`src/core/spx_pkg.sv`:
```
package spx_pkg;

  // ************************************************************
  // register map: word indexes, byte address is four times index
  // ************************************************************
  localparam logic [7:0]  CTRL_INDEX   = 8'h10;
  localparam logic [7:0]  STAT_INDEX   = 8'h11;
  localparam logic [7:0]  DATA_INDEX   = 8'h12;
  localparam logic [11:0] CTRL_ADDR    = {2'h0, CTRL_INDEX, 2'h0};
  localparam logic [11:0] STAT_ADDR    = {2'h0, STAT_INDEX, 2'h0};
  localparam logic [11:0] DATA_ADDR    = {2'h0, DATA_INDEX, 2'h0};

  // ************************************************************
  // port control register fields
  // ************************************************************
  localparam int CTRL_RX_IRQ_EN  = 7;
  localparam int CTRL_MASTER     = 5;
  localparam int CTRL_CPOL       = 4;
  localparam int CTRL_CPHA       = 3;
  localparam int CTRL_WIRED_OR   = 2;
  localparam int CTRL_ENABLE     = 1;
  localparam int CTRL_TX_IRQ_EN  = 0;
  localparam logic [7:0] CTRL_RESET = 8'h28;

  // ************************************************************
  // port status and control register fields
  // ************************************************************
  localparam int STAT_RX_FULL    = 7;
  localparam int STAT_ERR_IRQ_EN = 6;
  localparam int STAT_OVERFLOW   = 5;
  localparam int STAT_MODE_FAULT = 4;
  localparam int STAT_TX_EMPTY   = 3;
  localparam int STAT_FAULT_EN   = 2;
  localparam int STAT_RATE_HI    = 1;
  localparam int STAT_RATE_LO    = 0;
  localparam logic [7:0] STAT_RESET = 8'h08;

  // ************************************************************
  // master rate divisors
  // ************************************************************
  localparam logic [7:0] DIV_SEL0 = 8'h02;
  localparam logic [7:0] DIV_SEL1 = 8'h08;
  localparam logic [7:0] DIV_SEL2 = 8'h20;
  localparam logic [7:0] DIV_SEL3 = 8'h80;

  // ************************************************************
  // carriers
  // ************************************************************
  typedef struct packed {
    logic       rxLoad;
    logic [7:0] rxByte;
    logic       txTake;
    logic       busy;
  } spx_core_in_s;

  typedef struct packed {
    logic       portEnable;
    logic       masterSelect;
    logic       clockPolarity;
    logic       clockPhase;
    logic       wiredOrMode;
    logic       pullupEnable;
    logic       ssUsedBySpi;
    logic [7:0] rateDivisor;
    logic       txValid;
    logic [7:0] txByte;
  } spx_core_out_s;

  typedef struct packed {
    logic       rxIrqEnable;
    logic       masterSelect;
    logic       clockPolarity;
    logic       clockPhase;
    logic       wiredOrMode;
    logic       portEnable;
    logic       txIrqEnable;
    logic       rxFull;
    logic       errIrqEnable;
    logic       overflow;
    logic       modeFault;
    logic       txEmpty;
    logic       modeFaultEnable;
    logic [1:0] rateSelect;
    logic       armRx;
    logic       armOvr;
    logic       armFault;
    logic       ssSync1;
    logic       ssSync2;
    logic       ssPrev;
  } spx_state_s;

endpackage : spx_pkg

```
`src/core/spx_reg_ctrl.sv`:
```
// Functional notes
// - receive irq enable gates rx-full request
// - master select, one is master, resets set
// - clock polarity sets idle level, reset clear
// - clock phase selects edge timing, resets one
// - wired-or disables pullups, open-drain pins
// - port enable on; clearing gives partial reset
// - transmit irq enable gates tx-empty request
// - rx-full sets when byte reaches receive register
// - rx-full clears by status then data read
// - error irq enable gates overflow, mode fault
// - overflow keeps old byte, drops new
// - overflow clears by status then data read
// - slave select rising mid-transfer faults slave
// - slave select low faults master
// - mode fault clears by status then control write
// - tx-empty sets on handoff, reset sets
// - data write clears tx-empty
// - fault enable permits flag, clearing keeps flag
// - disabled detection leaves select unused in master mode
// - rate bits pick divisor 2/8/32/128
// - separate tx/rx data, not reset
//
// Design decision made here: register access over APB.
module spx_reg_ctrl (
  input  wire logic                  clk,
  input  wire logic                  resetn,
  input  wire logic                  psel,
  input  wire logic                  penable,
  input  wire logic                  pwrite,
  input  wire logic [11:0]           paddr,
  input  wire logic [31:0]           pwdata,
  output logic      [31:0]           prdata,
  output logic                       pready,
  output logic                       pslverr,
  input  wire logic                  slaveSelectN,
  input  wire spx_pkg::spx_core_in_s coreIn,
  output spx_pkg::spx_core_out_s     coreOut,
  output logic                       irq
);

  // ************************************************************
  // state
  // ************************************************************
  spx_pkg::spx_state_s st;
  spx_pkg::spx_state_s next_st;
  logic [7:0]          rxData;
  logic [7:0]          txData;

  logic accessDone;
  logic ctrlWrite;
  logic statRead;
  logic statWrite;
  logic dataRead;
  logic dataWrite;
  logic mapped;
  logic ssLow;
  logic ssRise;
  logic masterFault;
  logic slaveFault;
  logic rxAccept;
  logic [7:0] ctrlView;
  logic [7:0] statView;

  function automatic logic [7:0] rateDiv(input logic [1:0] sel);
    case (sel)
      2'h0:    rateDiv = spx_pkg::DIV_SEL0;
      2'h1:    rateDiv = spx_pkg::DIV_SEL1;
      2'h2:    rateDiv = spx_pkg::DIV_SEL2;
      default: rateDiv = spx_pkg::DIV_SEL3;
    endcase
  endfunction : rateDiv

  // ************************************************************
  // apb decode
  // ************************************************************
  // zero wait states keeps the read side effects on a single edge
  assign pready     = 1'b1;
  assign mapped     = (paddr == spx_pkg::CTRL_ADDR) || (paddr == spx_pkg::STAT_ADDR) ||
                      (paddr == spx_pkg::DATA_ADDR);
  assign pslverr    = psel & penable & ~mapped;
  assign accessDone = psel & penable;
  assign ctrlWrite  = accessDone & pwrite & (paddr == spx_pkg::CTRL_ADDR);
  assign statWrite  = accessDone & pwrite & (paddr == spx_pkg::STAT_ADDR);
  assign statRead   = accessDone & ~pwrite & (paddr == spx_pkg::STAT_ADDR);
  assign dataWrite  = accessDone & pwrite & (paddr == spx_pkg::DATA_ADDR);
  assign dataRead   = accessDone & ~pwrite & (paddr == spx_pkg::DATA_ADDR);

  always_comb begin
    ctrlView = 8'h00;
    ctrlView[spx_pkg::CTRL_RX_IRQ_EN] = st.rxIrqEnable;
    ctrlView[spx_pkg::CTRL_MASTER]    = st.masterSelect;
    ctrlView[spx_pkg::CTRL_CPOL]      = st.clockPolarity;
    ctrlView[spx_pkg::CTRL_CPHA]      = st.clockPhase;
    ctrlView[spx_pkg::CTRL_WIRED_OR]  = st.wiredOrMode;
    ctrlView[spx_pkg::CTRL_ENABLE]    = st.portEnable;
    ctrlView[spx_pkg::CTRL_TX_IRQ_EN] = st.txIrqEnable;
    statView = 8'h00;
    statView[spx_pkg::STAT_RX_FULL]    = st.rxFull;
    statView[spx_pkg::STAT_ERR_IRQ_EN] = st.errIrqEnable;
    statView[spx_pkg::STAT_OVERFLOW]   = st.overflow;
    statView[spx_pkg::STAT_MODE_FAULT] = st.modeFault;
    statView[spx_pkg::STAT_TX_EMPTY]   = st.txEmpty;
    statView[spx_pkg::STAT_FAULT_EN]   = st.modeFaultEnable;
    statView[spx_pkg::STAT_RATE_HI]    = st.rateSelect[1];
    statView[spx_pkg::STAT_RATE_LO]    = st.rateSelect[0];
  end

  always_comb begin
    prdata = 32'h0000_0000;
    if (psel && !pwrite) begin
      case (paddr)
        spx_pkg::CTRL_ADDR: prdata = {24'h00_0000, ctrlView};
        spx_pkg::STAT_ADDR: prdata = {24'h00_0000, statView};
        spx_pkg::DATA_ADDR: prdata = {24'h00_0000, rxData};
        default:            prdata = 32'h0000_0000;
      endcase
    end
  end

  // ************************************************************
  // slave select and fault detection
  // ************************************************************
  assign ssLow       = ~st.ssSync2;
  assign ssRise      = st.ssSync2 & ~st.ssPrev;
  // select is ignored unless detection is enabled in master mode
  assign masterFault = st.portEnable & st.masterSelect & st.modeFaultEnable & ssLow;
  assign slaveFault  = st.portEnable & ~st.masterSelect & st.modeFaultEnable &
                       ssRise & coreIn.busy;
  assign rxAccept    = coreIn.rxLoad & ~st.rxFull;

  // ************************************************************
  // next state
  // ************************************************************
  always_comb begin
    next_st         = st;
    next_st.ssSync1 = slaveSelectN;
    next_st.ssSync2 = st.ssSync1;
    next_st.ssPrev  = st.ssSync2;

    if (ctrlWrite) begin
      next_st.rxIrqEnable   = pwdata[spx_pkg::CTRL_RX_IRQ_EN];
      next_st.masterSelect  = pwdata[spx_pkg::CTRL_MASTER];
      next_st.clockPolarity = pwdata[spx_pkg::CTRL_CPOL];
      next_st.clockPhase    = pwdata[spx_pkg::CTRL_CPHA];
      next_st.wiredOrMode   = pwdata[spx_pkg::CTRL_WIRED_OR];
      next_st.portEnable    = pwdata[spx_pkg::CTRL_ENABLE];
      next_st.txIrqEnable   = pwdata[spx_pkg::CTRL_TX_IRQ_EN];
    end
    if (statWrite) begin
      next_st.errIrqEnable    = pwdata[spx_pkg::STAT_ERR_IRQ_EN];
      next_st.modeFaultEnable = pwdata[spx_pkg::STAT_FAULT_EN];
      next_st.rateSelect      = pwdata[spx_pkg::STAT_RATE_HI:spx_pkg::STAT_RATE_LO];
    end

    // first step of each two-step clear: status read seeing the flag
    if (statRead) begin
      next_st.armRx    = st.rxFull;
      next_st.armOvr   = st.overflow;
      next_st.armFault = st.modeFault;
    end

    if (dataRead) begin
      next_st.armRx  = 1'b0;
      next_st.armOvr = 1'b0;
      if (st.armRx) begin
        next_st.rxFull = 1'b0;
      end
      if (st.armOvr) begin
        next_st.overflow = 1'b0;
      end
    end
    if (ctrlWrite) begin
      next_st.armFault = 1'b0;
      if (st.armFault) begin
        next_st.modeFault = 1'b0;
      end
    end

    // hardware events win over a clear in the same cycle
    if (coreIn.rxLoad) begin
      if (st.rxFull) begin
        next_st.overflow = 1'b1;
      end else begin
        next_st.rxFull = 1'b1;
      end
    end
    if (dataWrite) begin
      next_st.txEmpty = 1'b0;
    end
    if (coreIn.txTake) begin
      next_st.txEmpty = 1'b1;
    end
    if (masterFault || slaveFault) begin
      next_st.modeFault = 1'b1;
    end
    // a master that sees another master drive select stops driving
    if (masterFault) begin
      next_st.portEnable = 1'b0;
    end
    // partial reset: flags stay readable, transmitter reads empty
    if (!st.portEnable) begin
      next_st.txEmpty = 1'b1;
    end
  end

  always_ff @(posedge clk or negedge resetn) begin
    if (!resetn) begin
      st                 <= '0;
      st.masterSelect    <= 1'b1;
      st.clockPhase      <= 1'b1;
      st.txEmpty         <= 1'b1;
      st.ssSync1         <= 1'b1;
      st.ssSync2         <= 1'b1;
      st.ssPrev          <= 1'b1;
    end else begin
      st <= next_st;
    end
  end

  // ************************************************************
  // data registers, deliberately outside reset
  // ************************************************************
  always_ff @(posedge clk) begin
    if (rxAccept) begin
      rxData <= coreIn.rxByte;
    end
    if (dataWrite) begin
      txData <= pwdata[7:0];
    end
  end

  // ************************************************************
  // outputs
  // ************************************************************
  always_comb begin
    coreOut.portEnable    = st.portEnable;
    coreOut.masterSelect  = st.masterSelect;
    coreOut.clockPolarity = st.clockPolarity;
    coreOut.clockPhase    = st.clockPhase;
    coreOut.wiredOrMode   = st.wiredOrMode;
    coreOut.pullupEnable  = ~st.wiredOrMode;
    coreOut.ssUsedBySpi   = st.portEnable & (~st.masterSelect | st.modeFaultEnable);
    coreOut.rateDivisor   = rateDiv(st.rateSelect);
    coreOut.txValid       = ~st.txEmpty;
    coreOut.txByte        = txData;
  end

  assign irq = (st.rxFull & st.rxIrqEnable) | (st.txEmpty & st.txIrqEnable) |
               ((st.overflow | st.modeFault) & st.errIrqEnable);
endmodule : spx_reg_ctrl

```
`config.mk`:
```
export PLATFORM = sky130hd
export DESIGN_NAME = spx_reg_ctrl
export DESIGN_NICKNAME = d
export VERILOG_FILES = /design/src/core/spx_pkg.sv /design/src/core/spx_reg_ctrl.sv
export SDC_FILE = /design/constraint.sdc
export NUM_CORES = 1
export LEC_CHECK = 0
export BUFFER_PORTS_ARGS = -buffer_cell sky130_fd_sc_hd__buf_2
export CAP_MARGIN = 5
export CORE_ASPECT_RATIO = 1.5
export CORE_MARGIN = 4
export CORE_UTILIZATION = 46
export CTS_CLUSTER_SIZE = 28
export DETAILED_ROUTE_END_ITERATION = 10
export PLACE_DENSITY_LB_ADDON = 0.08
export SETUP_SLACK_MARGIN = 0.05
export SLEW_MARGIN = 10
export SYNTH_ARGS = -nofsm -noshare
export SYNTH_HDL_FRONTEND = slang
export SYNTH_SLANG_ARGS = --single-unit
export TNS_END_PERCENT = 5
```
`constraint.sdc`:
```
create_clock -name clk -period 5.26 [get_ports clk]
set_input_delay 0.526 -clock clk [delete_from_list [all_inputs] [get_ports clk]]
set_output_delay 0.526 -clock clk [all_outputs]
set_load 0.02 [all_outputs]
```
* Word level (Yosys, flattened, before mapping)
Index checks and enable logic that the tools add are counted.
** Operators by class
- Reduce and logical (&&, ||, !) cells :: 12
- Bitwise gates (word level) :: 34
- Muxes and demuxes :: 22
- Eq/ne operators :: 6
** Operator list (count)
- $pmux 8 s3 :: 2
- $eq 12x7->1 const B :: 3
- $and 1x1->1 :: 22
- $mux 1 :: 16
- $reduce_bool 2->1 :: 5
- $mux 8 :: 1
- $not 1->1 :: 8
- $mux 2 :: 2
- $or 1x1->1 :: 4
- $logic_or 1x1->1 :: 3
- $mux 3 :: 1
- $ne 3x2->1 const B :: 1
- $eq 2x1->1 const B :: 1
- $eq 2x2->1 const B :: 1
- $logic_not 2->1 :: 1
- $reduce_and 2->1 :: 1
- $logic_and 1x1->1 :: 1
- $logic_not 1->1 :: 1
** Word-level totals
- Output and inout bits :: 59
- Word-level logic and storage cells :: 96
- Register bits :: 37

* Depth between registers and ports, before layout
Gate-level depths: netlist of the first run.
- Depth after elaboration :: 8
- Mapped depth :: 6

* Worst setup path before layout of the first run
OpenSTA, ideal clock, no wires.
- Kind :: input-to-output
- From :: in paddr[9]
- To :: out prdata[0]
- Path buffers :: 2
- Slack :: 2.528 ns
- Stages on the path :: 6
- Data required time :: 4.734 ns
- Arrival :: 2.206 ns
- Path through :: or4_4 -> or3_1 -> buf_6 -> nand4bb_1 -> buf_2 -> nor2_1
** Between the ends
- Longest elaborated chain between the ends :: 3
** RTL lines
- start, declared :: RTL line spx_reg_ctrl.sv:31 : input wire logic [11:0] paddr,
- $eq 12x7->1 :: RTL line spx_reg_ctrl.sv:112 : case (paddr)
- $pmux 8 s3 (*) :: RTL line spx_reg_ctrl.sv:112
- $mux 8 (*) :: RTL line spx_reg_ctrl.sv:111 : if (psel && !pwrite) begin
- end, declared :: RTL line spx_reg_ctrl.sv:33 : output logic [31:0] prdata,
Mark *: on every way between the ends. The rest lies on a longest branch, timed or not.

* Final worst setup path of the first run
- From :: in paddr[9]
- To :: out prdata[7]
The elaborated chain is that of the path after synthesis.

==> flow_metrics.env, run 1 <==
export IMPL_status="completed"
export IMPL_cts_buffer_depth=2
export IMPL_regToRegEndpoint="rxData[4]"
export IMPL_wire_per_inst_microns=15.6
export IMPL_finalNetCount=299
export IMPL_cts_resized=0
export IMPL_hold_violations=0
export IMPL_antenna_found_initial=0
export IMPL_ys_seq_area_frac=0.514
export IMPL_clock_root_buffer="clkbuf_8"
export IMPL_crit_top_cell="buf_2"
export IMPL_synthCells=178
export IMPL_combPwrFrac=0.098
export IMPL_reg2reg_from="st[13]"
export IMPL_slew_viol_final=0
export IMPL_synth_top_cell_area_share=0.244
export IMPL_setup_violations=0
export IMPL_routed_wl_microns=4420
export IMPL_clk_pin_slew_ns=0.07
export IMPL_fp_dieW_microns=61.4
export IMPL_vias=1430
export IMPL_boundaryPins=120
export IMPL_fp_coreArea_sq_um=4030
export IMPL_drive_gt1_frac=0.389
export IMPL_p_leak_nw=1.09
export IMPL_cts_tree="yes"
export IMPL_viasPerCell=5.04
export IMPL_worst_setup_path_type="primary input to output pin"
export IMPL_peakVddDrop_mv=0.207
export IMPL_rows=28
export IMPL_max_freq_mhz=321
export IMPL_gp_congestion=0.770
export IMPL_fin_util=0.565
export IMPL_critPathLaunchType="primary input"
export IMPL_cpPeakStageDelay_ns=0.53
export IMPL_fillers=374
export IMPL_post_cts_buffers=0
export IMPL_synth_area_per_cell_sq_um=11.1
export IMPL_cp_required_ns=4.73
export IMPL_path_cells="buf_2, or4_4, or3_1, nand4bb_1, nor2_1, buf_2"
export IMPL_htree_levels=2
export IMPL_syn_area_sq_um=1970
export IMPL_cp_num_buf_inv=2
export IMPL_grt_max_degree=22
export IMPL_start_util=0.489
export IMPL_first_pass_iters=4
export IMPL_detail_route_antenna_nets=0
export IMPL_clock_latency_ns=0.28
export IMPL_async_flop_share=0.568
export IMPL_cts_buffers=5
export IMPL_synth_ff_type="edfxtp_1"
export IMPL_min_period_over_period=0.592
export IMPL_ys_types=40
export IMPL_r2r_cells=1
export IMPL_critPathTopFamily="simple AND/OR/NAND/NOR gates"
export IMPL_grt_pass1_vias=1435
export IMPL_post_synth_top_count_cell="buf_4"
export IMPL_track_usage=0.175
export IMPL_worst_clock_skew_ns=0.00721
export IMPL_die_y_microns=88.2
export IMPL_grt_pass1_wl_microns=6900
export IMPL_synth_commonest_cells="buf_4, nor2_1, edfxtp_1, dfrtp_1, mux2_2"
export IMPL_worstMarginPinSlew_ns=0.956
export IMPL_cp_arrival_ns=2.59
export IMPL_dpl_hpwl_microns=3340
export IMPL_crit_fanout=8
export IMPL_pwr_share_clk=0.387
export IMPL_grt_overflow=0
export IMPL_drt_iter0_drc=61
export IMPL_power_density_nw_per_um2=266
export IMPL_period_minus_slack_ns=3.11
export IMPL_synthTopCellsByArea="edfxtp_1, dfrtp_1, buf_4"
export IMPL_maxCapViolCount=0
export IMPL_p_sw_frac=0.229
export IMPL_endpoint_kind="output pin"
export IMPL_max_slew_margin_rel=0.360
export IMPL_cts_sinks=37
export IMPL_p_int_mw=0.467
export IMPL_insertedDiodeCount=0
export IMPL_tns_ns=0
export IMPL_hold_buffers=0
export IMPL_ys_warn_count=0
export IMPL_synth_edf_count=16
export IMPL_seqPwrFrac=0.515
export IMPL_rsz0062_at_grt="false"
export IMPL_crit_path_top_delay_cell="or4_4"
export IMPL_route_detailed_drc=0
export IMPL_p_switching_mw=0.139
export IMPL_hold_path_class="primary input to async pin"
export IMPL_r2r_slack_ns=3.77
export IMPL_dieArea_sq_um=5420
export IMPL_synth_top_area_cell="edfxtp_1"
export IMPL_ys_ff_latch=37
export IMPL_area_growth_syn_to_layout_pct=15.6
export IMPL_port_buffers=66
==> cell usage in the layout (no fill, tap or decap), types with 2 or more instances in the layout <==
master | synthesis | layout
mux2_2 | 10 | 10
inv_1 | 5 | 5
nand2_1 | 4 | 4
mux2i_1 | 8 | 8
a221o_1 | 2 | 2
conb_1 | 2 | 29
nor2_1 | 22 | 22
and3_1 | 2 | 2
nor4_1 | 3 | 3
dfstp_2 | 6 | 6
nor2b_1 | 7 | 7
nand3_1 | 2 | 2
a21oi_1 | 6 | 6
edfxtp_1 | 16 | 16
dfrtp_1 | 15 | 15
clkbuf_8 | 0 | 5
or4_1 | 2 | 2
buf_2 | 2 | 66
a22oi_1 | 2 | 2
and2_1 | 3 | 3
o21ai_0 | 5 | 5
==> registers in the layout, summed over array words and instances, names as in the netlist <==
signal,flops
coreOut,5
ctrlView,2
next_st,2
rxData,8
st,12
txData,8
==> layer usage <==
metal / global-route usage / up-vias / share of wire
met5: 0 / - / 0
met4: 0.0734 / 0 / 0.0057
met3: 0.0575 / 2 / 0.11
met2: 0.282 / 78 / 0.52
met1: 0.211 / 670 / 0.37
li1: - / 680 / -
==> cell type report <==
type                    count  area [sq um]  share of cell area
clock inverters             2          33.8              0.0148
multi-input cells         123           752               0.330
repair buffers             66           330               0.145
clock buffers               6          72.6              0.0319
well taps                  45          56.3              0.0247
inverters                   5          18.8             0.00824
flip-flops and latches     37          1010               0.445
==> through the flow <==
step / instance area [sq um] / power [mW] / setup slack (ns) / hold WS [ns] / instances
2_1_floorplan: 2070 / 0.369 / 2.53 / 0.230 / 205
3_3_place_gp: 2170 / 0.375 / 2.16 / 0.346 / 276
4_1_cts: 2280 / 0.612 / 2.14 / 0.211 / 284
5_1_grt: 2280 / 0.634 / 2.01 / 0.219 / 284
3_5_place_dp: 2170 / 0.376 / 2.14 / 0.348 / 276
6_report: 2280 / 0.606 / 2.15 / 0.200 / 284
==> power groups by stage <==
stage          Clock [mW]  Sequential (mW)  Combinational [mW]
2_1_floorplan           0            0.316              0.0524
3_3_place_gp            0            0.317              0.0575
3_5_place_dp            0            0.318              0.0585
4_1_cts             0.241            0.312              0.0589
5_1_grt             0.256            0.313              0.0652
6_report            0.235            0.312              0.0591
==> kinds of logic after synthesis <==
logic type      after synthesis  share of synthesized area
compound gates               21                     0.0705
flops                        37                      0.514
other cells                   2                    0.00381
buf+inv                      45                      0.156
mux                          18                     0.0978
simple gates                 55                      0.158
==> worst max path at each step <==
stage          startpoint   endpoint  slack [ns]  cells past startpoint
2_1_floorplan    paddr[9]  prdata[0]        2.53                      6
3_3_place_gp     paddr[9]  prdata[3]        2.16                      6
3_5_place_dp     paddr[9]  prdata[7]        2.14                      6
4_1_cts          paddr[9]  prdata[1]        2.14                      6
5_1_grt          paddr[9]  prdata[1]        2.01                      6
6_report         paddr[9]  prdata[7]        2.15                      6
Power figures use the tool's default switching activity.
==> inputs of run 2 (changes only) <==
--- a/config.mk
+++ b/config.mk
@@ -5,11 +5,12 @@
 export SDC_FILE = /design/constraint.sdc
 export NUM_CORES = 1
 export LEC_CHECK = 0
+export ABC_AREA = 1
 export BUFFER_PORTS_ARGS = -buffer_cell sky130_fd_sc_hd__buf_2
 export CAP_MARGIN = 5
 export CORE_ASPECT_RATIO = 1.5
 export CORE_MARGIN = 4
-export CORE_UTILIZATION = 46
+export CORE_UTILIZATION = 44
 export CTS_CLUSTER_SIZE = 28
 export DETAILED_ROUTE_END_ITERATION = 10
 export PLACE_DENSITY_LB_ADDON = 0.08
==> constraint.sdc (replaced) <==
create_clock -name clk -period 2.9 [get_ports clk]
set_input_delay 0.29 -clock clk [delete_from_list [all_inputs] [get_ports clk]]
set_output_delay 0.29 -clock clk [all_outputs]
set_load 0.02 [all_outputs]
==> flow_metrics.env, run 2 <==
export IMPL_synth_commonest_cells="nor2_1, nand2_1, buf_4, inv_1, nand3_1"
export IMPL_cp_required_ns=2.61
export IMPL_synth_ff_type="edfxtp_1"
export IMPL_area_growth_syn_to_layout_pct=16.2
export IMPL_place_ws_ns=0.860
export IMPL_slew_viol_final=0
export IMPL_htree_levels=2
export IMPL_gp_congestion=0.789
export IMPL_clock_latency_ns=0.28
export IMPL_rows=30
export IMPL_post_cts_buffers=0
export IMPL_dieArea_sq_um=5900
export IMPL_critPathTopFamily="simple AND/OR/NAND/NOR gates"
export IMPL_largest_reg_flops=12
export IMPL_finalNetCount=365
export IMPL_cts_sinks=37
export IMPL_async_flop_share=0.568
export IMPL_start_util=0.457
export IMPL_rsz0062_at_grt="false"
export IMPL_crit_path_top_delay_cell="nor2_4"
export IMPL_setup_violations=0
export IMPL_synth_top_family_by_area="simple AND/OR/NAND/NOR gates"
export IMPL_grt_max_degree=24
export IMPL_route_detailed_drc=0
export IMPL_dpl_hpwl_microns=3520
export IMPL_period_minus_slack_ns=2.04
export IMPL_power_mw=0.969
export IMPL_ys_ff_latch=37
export IMPL_drive_gt1_frac=0.308
export IMPL_boundaryPins=120
export IMPL_synth_adder_area_share=0
export IMPL_fp_dieW_microns=64.1
export IMPL_die_y_microns=92.1
export IMPL_power_density_nw_per_um2=402
export IMPL_synth_xor_area_frac=0
export IMPL_wire_per_inst_microns=11.5
export IMPL_synth_compound_area_share=0.0645
export IMPL_ys_seq_area_frac=0.489
export IMPL_synthMuxAreaShare=0
export IMPL_synth_area_per_cell_sq_um=8.72
export IMPL_fillers=484
export IMPL_cts_buffer_depth=2
export IMPL_tns_ns=0
export IMPL_clock_root_buffer="clkbuf_8"
export IMPL_clk_pin_slew_ns=0.07
export IMPL_worst_clock_skew_ns=0.00255
export IMPL_synth_edf_count=16
export IMPL_fin_util=0.531
export IMPL_status="completed"
export IMPL_max_slew_margin_rel=0.562
export IMPL_min_period_over_period=0.704
export IMPL_peakVddDrop_mv=0.264
export IMPL_grt_pass1_wl_microns=6980
export IMPL_synthTopCellsByArea="edfxtp_1, dfrtp_1, buf_4"
export IMPL_synth_top_area_cell="edfxtp_1"
export IMPL_drt_iter0_drc=30
export IMPL_track_usage=0.152
export IMPL_ys_types=22
export IMPL_hold_violations=0
export IMPL_cts_resized=0
export IMPL_first_pass_iters=4
export IMPL_synthCells=238
export IMPL_maxCapViolCount=0
export IMPL_synth_top_cell_area_share=0.232
export IMPL_ys_warn_count=0
export IMPL_endpoint_kind="output pin"
export IMPL_reg_top3="st: 12 flops, rxData: 8 flops, txData: 8 flops"
export IMPL_top_register="st"
export IMPL_fp_coreArea_sq_um=4540
export IMPL_hold_path_class="primary input to register"
export IMPL_p_leak_nw=1.23
export IMPL_grt_overflow=0
export IMPL_cts_buffers=5
export IMPL_post_dp_cell_area_sq_um=2320
export IMPL_cts_tree="yes"
export IMPL_routed_wl_microns=4260
export IMPL_vias=1591
export IMPL_final_area_sq_um=2410
export IMPL_cpPeakStageDelay_ns=0.48
export IMPL_grt_pass1_vias=1531
export IMPL_critPathLaunchType="primary input"
export IMPL_viasPerCell=4.31
export IMPL_mostFrequentLayoutCell="buf_2"
export IMPL_crit_top_cell="nor2_1"
export IMPL_port_buffers=66
export IMPL_cp_arrival_ns=1.75
export IMPL_insertedDiodeCount=0
export IMPL_layout_common_cells="buf_2, nor2_1, nand2_1"
export IMPL_synthSimpleGateAreaFrac=0.255
export IMPL_crit_fanout=23
export IMPL_worst_slack_ns=0.857
export IMPL_detail_route_antenna_nets=0
export IMPL_syn_area_sq_um=2070
export IMPL_antenna_found_initial=0
export IMPL_cp_num_buf_inv=2
export IMPL_path_cells="buf_2, nor2_1, nand2_1, nor2_4, nand2_1, nor2_1, nor2_1, nor2_1, buf_2"
export IMPL_worstMarginPinSlew_ns=0.654
export IMPL_worst_setup_path_type="primary input to output pin"
export IMPL_max_freq_mhz=490
export IMPL_post_synth_top_count_cell="nor2_1"
run 2: cell types whose count changed after synthesis, sizes merged, moves of 5 or more:
cell and delta:
nand3 +20, o21ai +9, mux2 -10, mux2i -8
a21oi -5, nor2b -7, nor2 +26, nand2 +36
inv +26
run 2: cells by family after synthesis:
kind of cell	count (synthesis)
other cells	2
compound gates	20
buf+inv	67
flops	37
simple gates	112
run 2: worst paths after layout:
kind	endpoint	cells after the start	slack [ns]	startpoint
setup / recovery	prdata[7]	9	0.86	paddr[11]
hold / removal	next_st[1]	1	0.10	slaveSelectN
setup reg to reg	rxData[0]	1	1.59	st[13]
hold reg to reg	next_st[0]	0	0.36	next_st[1]
max in group asynchronous	coreOut[20]	2	2.04	resetn
min in group asynchronous	coreOut[23]	2	0.50	resetn
run 2: timing repair:
| item | 4_1_cts | 5_1_grt |
|---|---|---|
| hold endpoints to repair | 15 | 0 |
| setup endpoints to repair | 0 | 0 |
| hold buffers | 1 | 0 |
run 2: metrics by stage:
step,instances,hold slack (ns)
finish,369,0.105
global route,369,0.0893
CTS,369,0.0964
detailed placement,360,0.288
global placement,360,0.281
floorplan,265,-0.00559
run 2: layout make-up:
class,instances,area (sq um),area share
Multi-Input combinational cell,161,772,0.320
Timing Repair Buffer,68,348,0.144
Inverter,31,116,0.0483
Clock inverter,3,12.5,0.00519
Tap cell,64,80.1,0.0332
Sequential cell,37,1010,0.420
Clock buffer,5,68.8,0.0285
run 2: routing by layer:
| layer | GRT usage | up-vias | share of wire |
|---|---|---|---|
| li1 | - | 825 | - |
| met1 | 0.170 | 710 | 0.39 |
| met2 | 0.273 | 54 | 0.53 |
| met3 | 0.0319 | 2 | 0.069 |
| met4 | 0.0649 | 0 | 0.0059 |
| met5 | 0 | - | 0 |
run 2: report_power, final:
part / total, mW / internal (mW) / switching, mW
sequential: 0.554 / 0.552 / 0.00153
combinational: 0.0905 / 0.0237 / 0.0668
clock: 0.325 / 0.161 / 0.164
total: 0.969 / 0.737 / 0.232
==> inputs of run 3 (changes only) <==
--- a/config.mk
+++ b/config.mk
@@ -10,7 +10,7 @@
 export CAP_MARGIN = 5
 export CORE_ASPECT_RATIO = 1.5
 export CORE_MARGIN = 4
-export CORE_UTILIZATION = 44
+export CORE_UTILIZATION = 40
 export CTS_CLUSTER_SIZE = 28
 export DETAILED_ROUTE_END_ITERATION = 10
 export PLACE_DENSITY_LB_ADDON = 0.08
==> constraint.sdc (replaced) <==
create_clock -name clk -period 1.8 [get_ports clk]
set_input_delay 0.18 -clock clk [delete_from_list [all_inputs] [get_ports clk]]
set_output_delay 0.18 -clock clk [all_outputs]
set_load 0.02 [all_outputs]
==> flow_metrics.env, run 3 (synthesized netlist as in run 2, its figures left out) <==
export IMPL_cp_arrival_ns=1.36
export IMPL_grt_pass1_wl_microns=6990
export IMPL_met3WireLength_microns=402
export IMPL_dp_cells=364
export IMPL_post_dp_cell_area_sq_um=2350
export IMPL_die_y_microns=96.2
export IMPL_top_layer_used="met4"
export IMPL_wl_met2_microns=2210
export IMPL_route_detailed_drc=0
export IMPL_viasPerCell=4.29
export IMPL_start_util=0.421
export IMPL_endpoint_kind="output pin"
export IMPL_htree_levels=2
export IMPL_fp_dieW_microns=66.8
export IMPL_area_growth_syn_to_layout_pct=18.6
export IMPL_drt_iter0_drc=30
export IMPL_grt_pass1_vias=1506
export IMPL_fillers=512
export IMPL_dieArea_sq_um=6430
export IMPL_place_ws_ns=0.227
export IMPL_antenna_found_initial=0
export IMPL_grt_overflow=0
export IMPL_post_cts_buffers=0
export IMPL_cts_buffer_depth=2
export IMPL_first_pass_iters=4
export IMPL_gp_congestion=0.763
export IMPL_maxCapViolCount=0
export IMPL_setup_violations=0
export IMPL_wl_met1_microns=1690
export IMPL_clock_root_buffer="clkbuf_8"
export IMPL_r2r_slack_ns=0.68
export IMPL_wire_per_inst_microns=11.7
export IMPL_critPathLaunchType="primary input"
export IMPL_detail_route_antenna_nets=0
export IMPL_regToRegEndpoint="coreOut[23]"
export IMPL_mostFrequentLayoutCell="buf_2"
export IMPL_final_area_sq_um=2460
export IMPL_min_path_cells=1
export IMPL_instances_no_fill=374
export IMPL_worst_slack_ns=0.264
export IMPL_period_minus_slack_ns=1.54
export IMPL_clock_latency_ns=0.28
export IMPL_worst_clock_skew_ns=0.00332
export IMPL_rsz0062_at_grt="false"
export IMPL_finalNetCount=368
export IMPL_fp_coreArea_sq_um=4930
export IMPL_top_register="st"
export IMPL_power_density_nw_per_um2=661
export IMPL_p_leak_nw=1.25
export IMPL_insertedDiodeCount=0
export IMPL_status="completed"
export IMPL_hold_path_class="primary input to register"
export IMPL_grt_max_degree=24
export IMPL_hold_violations=0
export IMPL_cts_tree="yes"
export IMPL_boundaryPins=120
export IMPL_layout_common_cells="buf_2, nor2_1, nand2_1"
export IMPL_worst_setup_path_type="primary input to output pin"
export IMPL_dpl_hpwl_microns=3480
export IMPL_r2r_cells=5
export IMPL_port_buffers=66
export IMPL_rows=31
export IMPL_track_usage=0.144
export IMPL_slew_viol_final=0
export IMPL_hold_path_end="rxData[0]"
export IMPL_cts_sinks=37
export IMPL_clk_pin_slew_ns=0.07
export IMPL_cts_buffers=5
export IMPL_fin_util=0.499
export IMPL_reg2reg_from="coreOut[22]"
export IMPL_tns_ns=0
export IMPL_cp_required_ns=1.62
export IMPL_crit_fanout=9
export IMPL_drive_gt1_frac=0.312
export IMPL_min_period_over_period=0.853
export IMPL_max_freq_mhz=651
export IMPL_peakVddDrop_mv=0.480
export IMPL_hp_start="coreIn[2]"
export IMPL_largest_reg_flops=12
export IMPL_routed_wl_microns=4360
export IMPL_vias=1605
export IMPL_reg_top3="st: 12 flops, rxData: 8 flops, txData: 8 flops"
==> run 3: final cells by class <==
| type | count | area, sq um | share of cell area |
|---|---|---|---|
| Tap cell | 66 | 82.6 | 0.0336 |
| Sequential cell | 37 | 1010 | 0.412 |
| Clock buffer | 8 | 90.1 | 0.0366 |
| Timing Repair Buffer | 71 | 385 | 0.157 |
| Multi-Input combinational cell | 161 | 772 | 0.314 |
| Inverter | 31 | 116 | 0.0473 |
==> run 3: per-stage QoR <==
stage | hold slack, ns | power, mW
floorplan | -0.116 | 1.04
global placement | 0.179 | 1.05
detailed placement | 0.174 | 1.05
CTS | 0.0567 | 1.64
global route | 0.0653 | 1.70
finish | 0.0666 | 1.62
==> run 3: worst max-delay path by stage <==
stage               startpoint        end
detailed placement    paddr[3]  prdata[6]
floorplan             paddr[2]  txData[0]
global route         paddr[11]  prdata[6]
finish                paddr[3]  prdata[6]
global placement      paddr[3]  prdata[6]
CTS                   paddr[3]  prdata[6]
==> run 3: repair_timing <==
action / CTS / global route
hold buffers: 2 / 0
resized for setup: 0 / 1
endpoints found under the setup margin: 0 / 1
endpoints found under the hold margin: 16 / 0
==> run 3: routing by layer <==
layer	global-route usage	vias up
li1	-	829
met1	0.172	701
met2	0.252	68
met3	0.0350	7
met4	0.0458	0
met5	0	-
==> run 3: critical path: stages <==
cell and delay [ns]:
buf_2 0.10, inv_1 0.12, nand2_1 0.10, nor2_4 0.25, nand2_2 0.14, o21ai_1 0.14
inv_1 0.05, nor2_1 0.09, buf_2 0.18
==> run 3: power by group <==
part / total (mW) / internal, mW / leakage, nW / switching (mW)
sequential: 0.892 / 0.889 / 0.364 / 0.00247
clock: 0.585 / 0.312 / 0.0455 / 0.273
combinational: 0.148 / 0.0399 / 0.841 / 0.108
